**src/shared/pdm_defs.svh**
```systemverilog
// register map, field positions, reset values and timing counts for power-down control
`ifndef PDM_DEFS_SVH
`define PDM_DEFS_SVH

`define PDM_ADDR_CTRL_A 16'hFFF0
`define PDM_ADDR_CTRL_B 16'hFFF1

// power_mode_ctrl_a fields
`define PDM_A_STANDBY_SEL 7
`define PDM_A_WAIT_SEL_HI 6
`define PDM_A_WAIT_SEL_LO 4
`define PDM_A_LOW_SPEED 3
`define PDM_A_RSVD_MASK 8'h07
`define PDM_A_RESET 8'h07

// power_mode_ctrl_b fields
`define PDM_B_SAMPLE_RATE 4
`define PDM_B_DIRECT 3
`define PDM_B_MEDIUM 2
`define PDM_B_SUB_DIV_HI 1
`define PDM_B_SUB_DIV_LO 0
`define PDM_B_RSVD_MASK 8'hE0
`define PDM_B_RESET 8'hE0

// shortest settling wait in system clock states
`define PDM_WAIT_BASE_STATES 8192
// settling wait software should aim at, in ms
`define PDM_WAIT_MIN_MS 10
`define PDM_WAIT_CNT_W 18

`endif

```
**src/shared/pdm_pkg.sv**
```systemverilog
// types for the power-down mode controller
package pdm_pkg;

  // gray codes along active -> sleep/settle -> standby/watch -> subactive
  typedef enum logic [2:0] {
    PDM_ACT_HI = 3'h0,
    PDM_ACT_MED = 3'h1,
    PDM_SLEEP = 3'h3,
    PDM_SETTLE = 3'h2,
    PDM_STANDBY = 3'h6,
    PDM_WATCH = 3'h7,
    PDM_SUBACT = 3'h5,
    PDM_SUBSLEEP = 3'h4
  } pdm_mode_t;

  // interrupt classes that can end a power-down mode
  typedef struct packed {
    logic timer_a;   // timer A
    logic ext_base;  // irq0 and wake-up pins, live in every mode
    logic ext_other; // irq1..4, only retained in standby/watch
    logic periph;    // timers b/c/f, serial, converter
  } pdm_wake_t;

endpackage
```
**src/rtl/pdm_power_ctrl.sv**
```systemverilog
// power-down mode controller: control registers, sleep decode, settling wait, clock selects
`timescale 1ns/1ps
`include "pdm_defs.svh"

// Notes on behaviour
// - standby_select 0: sleep or subsleep
// - standby_select 1: standby/watch, or watch
// - wake wait 8192 shifted by code
// - low_speed_select picks clock after watch
// - reserved bits read one, ignore writes
// - sample rate bit: div16 or div4
// - no direct transfer: ordinary power-down entry
// - direct from high speed: medium or subactive
// - direct from medium: high or subactive
// - direct from subactive to high/medium
// - medium_speed_select picks resumed active speed
// - sub divider 8, 4 or 2
// - sub divider frozen while subactive
// - sleep halts cpu, peripherals except pwm run
// - permitted interrupt ends sleep, starts handling
// - mask flag or disabled source blocks wake
// - reset pin low resets cpu, ends sleep
// - retained external interrupts ignored, flags kept
// - control registers at FFF0 and FFF1
// - watch needs timer_a_watch_select; standby not
module pdm_power_ctrl import pdm_pkg::*; #(
  parameter int unsigned WAIT_BASE = `PDM_WAIT_BASE_STATES
) (
  input wire logic core_clk,
  input wire logic sys_rst,
  input wire logic [15:0] reg_addr,
  input wire logic [7:0] reg_wdata,
  input wire logic reg_wr,
  input wire logic reg_rd,
  output logic [7:0] reg_rdata,
  input wire logic sleep_exec,
  input wire logic timer_a_watch_select,
  input wire logic int_mask,
  input wire pdm_wake_t wake_req,
  input wire pdm_wake_t wake_en,
  input wire logic reset_in_n,
  output pdm_mode_t mode,
  output logic cpu_halt,
  output logic cpu_reset,
  output logic cpu_clk_sub,
  output logic sys_osc_en,
  output logic [1:0] sub_clock_div,
  output logic watch_sample_div4,
  output logic periph_run,
  output logic pwm_run,
  output logic ext_irq_capture,
  output logic wake_ack
);

  localparam int W = `PDM_WAIT_CNT_W;

  logic [7:3] ctrl_a_q;
  logic [4:0] ctrl_b_q;
  pdm_mode_t mode_q, mode_d;
  logic [W-1:0] settle_cnt_q;
  logic [2:0] pin_sync_q;
  logic pin_n_q;
  logic [7:0] rdata_q;
  logic halt_q, rst_out_q, clk_sub_q, osc_q, div4_q, prun_q, pwm_q, capt_q, ack_q, ack_d;
  logic [1:0] sdiv_q;

  // field views
  wire standby_select = ctrl_a_q[`PDM_A_STANDBY_SEL];
  wire [2:0] wake_wait_sel = ctrl_a_q[`PDM_A_WAIT_SEL_HI:`PDM_A_WAIT_SEL_LO];
  wire low_speed_select = ctrl_a_q[`PDM_A_LOW_SPEED];
  wire watch_sample_rate_sel = ctrl_b_q[`PDM_B_SAMPLE_RATE];
  wire direct_transfer_enable = ctrl_b_q[`PDM_B_DIRECT];
  wire medium_speed_select = ctrl_b_q[`PDM_B_MEDIUM];
  wire [1:0] sub_div_field = ctrl_b_q[`PDM_B_SUB_DIV_HI:`PDM_B_SUB_DIV_LO];

  // register decode
  wire sel_a = reg_addr == `PDM_ADDR_CTRL_A;
  wire sel_b = reg_addr == `PDM_ADDR_CTRL_B;
  wire wr_a = reg_wr && sel_a;
  wire wr_b = reg_wr && sel_b;
  wire [7:0] read_a = {ctrl_a_q, 3'h0} | `PDM_A_RSVD_MASK;
  wire [7:0] read_b = {3'h0, ctrl_b_q} | `PDM_B_RSVD_MASK;
  wire [7:0] read_mux = sel_a ? read_a : (sel_b ? read_b : 8'h00);
  // divider bits keep their value while the cpu runs from the subclock
  wire sub_div_lock = mode_q == PDM_SUBACT;
  wire [1:0] sub_div_next = sub_div_lock ? sub_div_field : reg_wdata[1:0];

  // reset pin: a change counts once the last two stages agree
  wire pin_agree = pin_sync_q[1] == pin_sync_q[2];
  wire pin_n_d = pin_agree ? pin_sync_q[2] : pin_n_q;

  // a source wakes only if enabled and the global mask is clear
  wire pdm_wake_t wake_ok = wake_req & wake_en & {4{~int_mask}};
  wire wake_sleep = |wake_ok;
  // retained external lines do not count in standby or watch
  wire wake_deep = wake_ok.timer_a | wake_ok.ext_base;
  wire wake_standby = wake_ok.ext_base;

  // settling target: base shifted by code, top bit forces the longest
  wire [2:0] wait_shift = wake_wait_sel[2] ? 3'h4 : {1'b0, wake_wait_sel[1:0]};
  wire [W-1:0] wait_target = W'(WAIT_BASE) << wait_shift;
  wire settle_done = settle_cnt_q == W'(wait_target - W'(1));

  wire pdm_mode_t resume_act = medium_speed_select ? PDM_ACT_MED : PDM_ACT_HI;
  wire in_active = mode_q == PDM_ACT_HI || mode_q == PDM_ACT_MED;
  wire ta_watch = timer_a_watch_select;
  wire ds_to_med = direct_transfer_enable && !standby_select && medium_speed_select && !low_speed_select;
  wire ds_to_hi = direct_transfer_enable && !standby_select && !medium_speed_select && !low_speed_select;
  wire ds_to_sub = direct_transfer_enable && standby_select && ta_watch && low_speed_select;
  wire ds_sub_up = direct_transfer_enable && standby_select && ta_watch && !low_speed_select;

  // active-mode sleep decode without a direct transfer
  pdm_mode_t act_sleep_dest;
  always_comb begin
    if (!standby_select) begin
      act_sleep_dest = PDM_SLEEP;
    end else if (ta_watch) begin
      act_sleep_dest = PDM_WATCH;
    end else if (!low_speed_select) begin
      act_sleep_dest = PDM_STANDBY;
    end else begin
      act_sleep_dest = mode_q;
    end
  end

  // next mode; only a sleep, a permitted wake, the end of the settling wait or the reset pin move it
  always_comb begin
    mode_d = mode_q;
    ack_d = 1'b0;
    case (mode_q)
      PDM_ACT_HI: begin
        if (sleep_exec) begin
          if (ds_to_med) begin
            mode_d = PDM_ACT_MED;
          end else if (ds_to_sub) begin
            mode_d = PDM_SUBACT;
          end else begin
            mode_d = act_sleep_dest;
          end
        end
      end
      PDM_ACT_MED: begin
        if (sleep_exec) begin
          if (ds_to_hi) begin
            mode_d = PDM_ACT_HI;
          end else if (ds_to_sub) begin
            mode_d = PDM_SUBACT;
          end else begin
            mode_d = act_sleep_dest;
          end
        end
      end
      PDM_SUBACT: begin
        if (sleep_exec) begin
          if (ds_sub_up) begin
            // system oscillator was off, so the wait applies before speeding up
            mode_d = PDM_SETTLE;
          end else if (!standby_select) begin
            mode_d = PDM_SUBSLEEP;
          end else if (ta_watch) begin
            mode_d = PDM_WATCH;
          end
        end
      end
      PDM_SLEEP: begin
        if (wake_sleep) begin
          mode_d = resume_act;
          ack_d = 1'b1;
        end
      end
      PDM_SUBSLEEP: begin
        if (wake_deep) begin
          mode_d = PDM_SUBACT;
          ack_d = 1'b1;
        end
      end
      PDM_STANDBY: begin
        if (wake_standby) begin
          mode_d = PDM_SETTLE;
        end
      end
      PDM_WATCH: begin
        if (wake_deep) begin
          if (low_speed_select) begin
            mode_d = PDM_SUBACT;
            ack_d = 1'b1;
          end else begin
            mode_d = PDM_SETTLE;
          end
        end
      end
      PDM_SETTLE: begin
        if (settle_done) begin
          mode_d = resume_act;
          ack_d = 1'b1;
        end
      end
      default: begin
        mode_d = PDM_ACT_HI;
      end
    endcase
    if (!pin_n_q) begin
      mode_d = PDM_ACT_HI;
      ack_d = 1'b0;
    end
  end

  // per-mode outputs, taken from the next mode so they line up with mode
  wire nx_halt = mode_d == PDM_SLEEP || mode_d == PDM_SUBSLEEP || mode_d == PDM_STANDBY
                 || mode_d == PDM_WATCH || mode_d == PDM_SETTLE;
  wire nx_sub = mode_d == PDM_SUBACT || mode_d == PDM_SUBSLEEP || mode_d == PDM_WATCH;
  wire nx_osc = mode_d == PDM_ACT_HI || mode_d == PDM_ACT_MED || mode_d == PDM_SLEEP
                || mode_d == PDM_SETTLE;
  wire nx_prun = mode_d == PDM_ACT_HI || mode_d == PDM_ACT_MED || mode_d == PDM_SLEEP;
  wire nx_pwm = mode_d == PDM_ACT_HI || mode_d == PDM_ACT_MED;
  wire nx_capt = mode_d != PDM_STANDBY && mode_d != PDM_WATCH && mode_d != PDM_SETTLE;

  always_ff @(posedge core_clk or posedge sys_rst) begin
    if (sys_rst) begin
      ctrl_a_q <= 5'(`PDM_A_RESET >> 3);
      ctrl_b_q <= 5'(`PDM_B_RESET);
      rdata_q <= 8'h00;
    end else begin
      if (wr_a) begin
        ctrl_a_q <= reg_wdata[7:3];
      end
      if (wr_b) begin
        ctrl_b_q <= {reg_wdata[4:2], sub_div_next};
      end
      rdata_q <= reg_rd ? read_mux : 8'h00;
    end
  end

  always_ff @(posedge core_clk or posedge sys_rst) begin
    if (sys_rst) begin
      pin_sync_q <= 3'h7;
      pin_n_q <= 1'b1;
    end else begin
      pin_sync_q <= {pin_sync_q[1:0], reset_in_n};
      pin_n_q <= pin_n_d;
    end
  end

  always_ff @(posedge core_clk or posedge sys_rst) begin
    if (sys_rst) begin
      mode_q <= PDM_ACT_HI;
      settle_cnt_q <= '0;
    end else begin
      mode_q <= mode_d;
      // counts only while the oscillator settles, restarts on each entry
      settle_cnt_q <= (mode_q == PDM_SETTLE && mode_d == PDM_SETTLE) ? W'(settle_cnt_q + W'(1)) : '0;
    end
  end

  always_ff @(posedge core_clk or posedge sys_rst) begin
    if (sys_rst) begin
      halt_q <= 1'b0;
      rst_out_q <= 1'b1;
      clk_sub_q <= 1'b0;
      osc_q <= 1'b1;
      sdiv_q <= 2'h0;
      div4_q <= 1'b0;
      prun_q <= 1'b1;
      pwm_q <= 1'b1;
      capt_q <= 1'b1;
      ack_q <= 1'b0;
    end else begin
      halt_q <= nx_halt;
      rst_out_q <= !pin_n_d;
      clk_sub_q <= nx_sub;
      osc_q <= nx_osc;
      sdiv_q <= wr_b ? sub_div_next : sub_div_field;
      div4_q <= wr_b ? reg_wdata[`PDM_B_SAMPLE_RATE] : watch_sample_rate_sel;
      prun_q <= nx_prun;
      pwm_q <= nx_pwm;
      capt_q <= nx_capt;
      ack_q <= ack_d;
    end
  end

  assign reg_rdata = rdata_q;
  assign mode = mode_q;
  assign cpu_halt = halt_q;
  assign cpu_reset = rst_out_q;
  assign cpu_clk_sub = clk_sub_q;
  assign sys_osc_en = osc_q;
  // 00 -> /8, 01 -> /4, 1x -> /2 of the watch clock
  assign sub_clock_div = sdiv_q;
  assign watch_sample_div4 = div4_q;
  assign periph_run = prun_q;
  assign pwm_run = pwm_q;
  assign ext_irq_capture = capt_q;
  assign wake_ack = ack_q;
endmodule

```
**config.mk**
```make
export PLATFORM = sky130hd
export DESIGN_NAME = pdm_power_ctrl
export DESIGN_NICKNAME = d
export VERILOG_FILES = /design/src/shared/pdm_pkg.sv /design/src/rtl/pdm_power_ctrl.sv
export VERILOG_INCLUDE_DIRS = /design/src /design/src/shared
export SDC_FILE = /design/constraint.sdc
export NUM_CORES = 1
export LEC_CHECK = 0
export BUFFER_PORTS_ARGS = -buffer_cell sky130_fd_sc_hd__buf_4
export CORE_ASPECT_RATIO = 0.5
export CORE_MARGIN = 2
export CORE_UTILIZATION = 58
export CTS_CLUSTER_SIZE = 10
export DETAILED_ROUTE_END_ITERATION = 8
export PLACE_DENSITY_LB_ADDON = 0.3
export RECOVER_POWER = 50
export SLEW_MARGIN = 20
export SYNTH_ARGS = -nofsm -noshare
export SYNTH_HDL_FRONTEND = slang
export SYNTH_SLANG_ARGS = --single-unit
```
**constraint.sdc**
```tcl
create_clock -name core_clk -period 3.35 [get_ports core_clk]
set_input_delay 0.5025 -clock core_clk [delete_from_list [all_inputs] [get_ports core_clk]]
set_output_delay 0.5025 -clock core_clk [all_outputs]
set_load 0.005 [all_outputs]
```
* Yosys cells after proc, flatten, opt, wreduce, memory -nomap -nowiden *
Index checks and enable logic that the tools add are counted.
W data, S select, Z words.

storage, ports and cells
  bits of input ports = 40
  flip-flop bits (word level) = 54
  output and inout bits = 22
  word-level logic and storage cells = 112

operators by class
  shifts and indexed selects = 1
  multiplexer cells = 37
  bitwise logic cells = 4
  reductions and logical operators = 30
  add/subtract/negate cells = 2
  equal/unequal tests = 21

operator list
  operator                 count
  $mux W3                  20
  $eq A16 B16 Y1 const B   2
  $eq A3 B3 Y1 const B     8
  $mux W8                  3
  $pmux W3 S8              1
  $add A18 B1 Y18 const B  1
  $eq A18 B18 Y1           1
  $mux W18                 1
  $shl A14 B3 Y18 const A  1
  $sub A18 B1 Y18 const B  1
  $logic_and A1 B1 Y1      14
  $eq A3 B2 Y1 const B     4
  $logic_or A1 B1 Y1       9
  $mux W1                  9
  $and A4 B4 Y4            2
  $eq A3 B1 Y1 const B     2
  $logic_not A3 Y1         2
  $ne A3 B3 Y1 const B     2
  $logic_not A1 Y1         4
  $mux W2                  2
  $pmux W1 S4              1
  $reduce_or A4 Y1         1
  $ne A3 B2 Y1 const B     1
  $eq A1 B1 Y1             1
  other kinds (2)          2

* Longest topological paths before layout *
  word-level depth = 13
  gate-level depth with buffers = 8
  gate-level depth less buffers = 7

* Least setup slack after synthesis *
OpenSTA, ideal clock, no wires.

  path kind = input-to-reg
  start point = input port reg_addr[1]
  end point = register ctrl_b_q[0]
  library setup time = 0.133 ns
  slack = 1.059 ns
  buffers on the path = 1
  stages on the path = 6
  arrival = 2.158 ns
  required time = 3.217 ns
  cell sequence = or4b_1 nor4_2 and3_1 buf_2 o21a_1 mux2_1

on the way
  longest elaborated chain between the ends = 2

ends and longest elaborated chain
  element                   RTL line               text
  from (decl)               pdm_power_ctrl.sv:31   input wire logic [15:0] reg_addr,
  $eq A16 B16 Y1 (no line)  n/a
  $logic_and A1 B1 Y1       pdm_power_ctrl.sv:80   wire wr_b = reg_wr && sel_b;
  to (signal assigned)      pdm_power_ctrl.sv:221  ctrl_b_q <= 5'(`PDM_B_RESET);
  to (signal assigned)      pdm_power_ctrl.sv:228  ctrl_b_q <= {reg_wdata[4:2], sub_div_next};
  to (decl)                 pdm_power_ctrl.sv:58   logic [4:0] ctrl_b_q;

Every way passes these cells.
A chain may end at the register's enable or synchronous reset.

* Worst setup path after layout *
  start point = register mode_q[1] (netlist: mode[1])
  end point = register prun_q (netlist: periph_run)

on the way
  longest elaborated chain between the ends = 11
  elaborated cells between the ends (all ways) = 32

ends and longest elaborated chain
  element                                           RTL line                                      text
  from (decl)                                       pdm_power_ctrl.sv:59                          pdm_mode_t mode_q, mode_d;
  from (signal assigned)                            pdm_power_ctrl.sv:249                         mode_q <= mode_d;
  $mux W3                                           pdm_power_ctrl.sv:119                         end else if (!low_speed_select) begin
  $mux W3                                           pdm_power_ctrl.sv:117                         end else if (ta_watch) begin
  $mux W3                                           pdm_power_ctrl.sv:115                         if (!standby_select) begin
  $mux W3                                           pdm_power_ctrl.sv:135, pdm_power_ctrl.sv:146
  $mux W3 (on tied branches)                        pdm_power_ctrl.sv:144, pdm_power_ctrl.sv:133
  $mux W3 (on tied branches)                        pdm_power_ctrl.sv:143, pdm_power_ctrl.sv:132
  $pmux W3 S8 *                                     pdm_power_ctrl.sv:130                         case (mode_q)
  $mux W3 *                                         pdm_power_ctrl.sv:202                         if (!pin_n_q) begin
  $eq A3 B1 Y1 or $logic_not A3 Y1 (tied branches)  pdm_power_ctrl.sv:214                         wire nx_prun = mode_d == PDM_ACT_HI || mode_d == PDM_ACT_MED || mode_d == PDM_SLEEP;
  $logic_or A1 B1 Y1                                pdm_power_ctrl.sv:214
  $logic_or A1 B1 Y1 *                              pdm_power_ctrl.sv:214
  net nx_prun                                       pdm_power_ctrl.sv:214
  to (signal assigned)                              pdm_power_ctrl.sv:274                         prun_q <= nx_prun;
  to (decl)                                         pdm_power_ctrl.sv:64                          logic halt_q, rst_out_q, clk_sub_q, osc_q, div4_q, prun_q, pwm_q, capt_q, ack_q, ack_d;

The timed path passes the listed nets; every way through them passes the cells marked *.

==> results.md <==
* Max-cap violations at 1
* CORE AREA at 0.00442 sq mm
* DR vias at 2072
* Max Used Layer: met4
* Worst r2r path cells at 8
* Yosys reg bits at 54
* Worst-path clk slew at 90 ps
* Vias per cell at 5.80
* Initial antenna violation count at 0
* Die Width at 100 um
* Ys Warns at 0
* Register area share after synthesis at 50.7%
* Avg Cell Area, Syn at 11.3 sq um
* Die Ht at 52.1 um
* Routability cong. at 0.918
* Most frequent CP cell: buf_4
* CTS Buf Count at 5
* VDD IR max at 0.227 mV
* Final core occ at 74.3%
* Area of the mapped netlist at 0.00269 sq mm
* WL/cell at 15.9 um
* Cells after Synth at 238
* Final hold vios at 0
* Failing checks: max-capacitance violations, max-slew violations
* Routed Antenna Nets at 0
* Yosys cell types at 53
* Max-slew violations at 55
* Largest net degree at the start of global routing at 55
* Crit path largest cell delay at 650 ps
* Drc violations at 0
* M1 wire length at 2.52 mm
* Setup CP Type: reg -> reg
* Tmin final at 2330 ps
* WP data required at 3590 ps
* Cell Rows at 17
* # nets final at 340
* Power per Cell Area at 413 mW/mm^2
* Design area at 0.00329 sq mm
* Max frequency at 430 MHz
* Die footprint at 0.00523 sq mm
* H-tree levels at 2
* CTS Hold Bufs at 0
* Area growth syn-to-layout at 22.4%
* Total track usage at 23.5%
* Antenna Diode Count at 0
* Pleak at 0.00151 uW
* Slew headroom at -51.8%
* Routed WL at 5.66 mm
* First-pass GRT wire length at 9.43 mm
* Vias in the first global route at 2077
* Clock skew at 14.5 ps
* CP Capture Type: register
* Number of optimization iterations in the first detailed-route pass at 5
* PortBufs at 61
* Worst Hold Depth at 1
* Final Setup Violations at 0
* Clock latency on the worst-skew pair at 310 ps
* Syn Nets at 279
* Sink Count at 54
* Final period util at 69.5%
* Outcome: finished, violations left
* CP max-delay cell: dfrtp_1
* Placed insts at 349
* Root Driver: clkbuf_8
* Crit path max fanout at 20
* GRT overflow at 0
* Arrival time worst endpoint at 2570 ps
* EDFF count, synth at 0
* Post-DP HPWL at 4.19 mm
* RSZ-0062 raised after global routing: false
* Initial core utilization at 60.7%
* Critical-path cell list: nor2b_1, nand2_1, buf_4, nor2_1, a211oi_2, o211ai_2, buf_4, and2_1
* Resized cells post-CTS at 0
* FFs w/ async S/R, synth at 100%
* Worst Hold Class: in -> reg
* Initial DRC count at 74
* Share of layout cells above drive strength 1 at 35.7%
* Routed wl met2 at 2.85 mm
* Io pins at 62
* Hold Slack at 298 ps
* Top_reg_cell synth: dfrtp_1
* Clock buffer depth at 2
* CTS tree: yes
* Nature of the critical path startpoint: register
* Area of placed instances at 0.00318 sq mm
* Final setup TNS at 0 ps
* Post-CTS setup buffer count at 0
* Post-route insts no fill at 357
* Slew @ Worst Pin at 2260 ps
* Metal3 WL at 240 um
-- kinds of logic (layout without fill, tap and decap cells) --
logic type | count (synthesis) | in the layout | share of synthesized area, %
XOR/XNOR | 18 | 18 | 5.87
adder cells (fa/ha/maj) | 1 | 1 | 0.466
AND/OR/NAND/NOR | 91 | 91 | 22.0
buffers and inverters | 18 | 80 | 3.21
flip-flops | 54 | 54 | 50.7
multiplexers | 12 | 12 | 4.89
AO/OA/AOI/OAI | 44 | 44 | 12.9
-- cell usage in the layout, fill, tap and decap left out, types with 7 or more instances in the layout --
cell      instances
dfrtp_1          45
nand3_1           9
dfstp_2           7
nor3_2           18
xor2_1           15
mux2_1            9
buf_4            55
nand2_1          17
nor2_1            7
clkbuf_4          8
and3_1            7
-- cells in the mapped netlist, types with 4 or more instances --
cell type  count  share of area [%]
nor2b_1        5                1.2
nand3_1        9                1.7
a21oi_1        4               0.75
o21a_1         5                1.4
inv_1          6               0.84
mux2_1         9                3.8
nor2_1         7               0.98
and3_1         7                1.6
xor2_1        15                4.9
nand2_1       17                2.4
a21boi_1       4                1.1
nand4_1        6                1.4
and2_1         6                1.4
dfrtp_1       45                 42
dfstp_2        9                8.8
nor3_2        18                6.7
-- metal layers --
layer  track usage (%)  up-vias
met2              41.5       55
li1                  -      984
met3              6.05        4
met4              5.02        0
met1              29.6     1029
met5                 0        -
-- final timing paths --
check | startpoint | endpoint | slack, ps
setup / recovery | mode[1] | periph_run | 1020
hold / removal | reset_in_n | pin_sync_q[0] | 300
setup reg to reg | mode[1] | periph_run | 1020
hold reg to reg | pin_sync_q[0] | pin_sync_q[1] | 370
max in group asynchronous | sys_rst | ctrl_a_q[3] | 1520
min in group asynchronous | sys_rst | settle_cnt_q[6] | 790
-- worst max-delay path, delay by kind of cell (launching register included) --
| kind | cells | cell delay, ps |
|---|---|---|
| buffers and inverters | 2 | 560 |
| flip-flops | 1 | 650 |
| AND/OR/NAND/NOR | 4 | 770 |
| AO/OA/AOI/OAI | 2 | 290 |
-- where the power goes --
| part | internal [uW] | switching (uW) | total (uW) | leakage (uW) |
|---|---|---|---|---|
| logic | 95.7 | 123 | 219 | 0.000735 |
| registers | 680 | 28.5 | 708 | 0.000714 |
| clock network | 220 | 209 | 430 | 0.0000579 |
-- registers in the layout, summed over array words and instances (netlist names), 2 cells and up --
signal,count
reg_rdata,8
pin_sync_q,3
ctrl_b_q,5
mode,3
ctrl_a_q,5
settle_cnt_q,18
sub_clock_div,2
-- area by class of cell --
cell class | instances | area, sq um
Fill cell | 325 | 1140
Multi-Input combinational cell | 166 | 1240
Inverter | 9 | 35.0
Tap cell | 57 | 71.3
Sequential cell | 54 | 1360
Clock inverter | 3 | 40.0
Timing Repair Buffer | 63 | 473
Clock buffer | 5 | 68.8
-- stage by stage --
stage	worst slack, ps	total power (uW)
4_1_cts	1040	1370
5_1_grt	879	1420
6_report	1020	1360
2_1_floorplan	1060	852
3_3_place_gp	893	936
3_5_place_dp	748	941
Note: power is estimated with default switching activity, not from simulation.
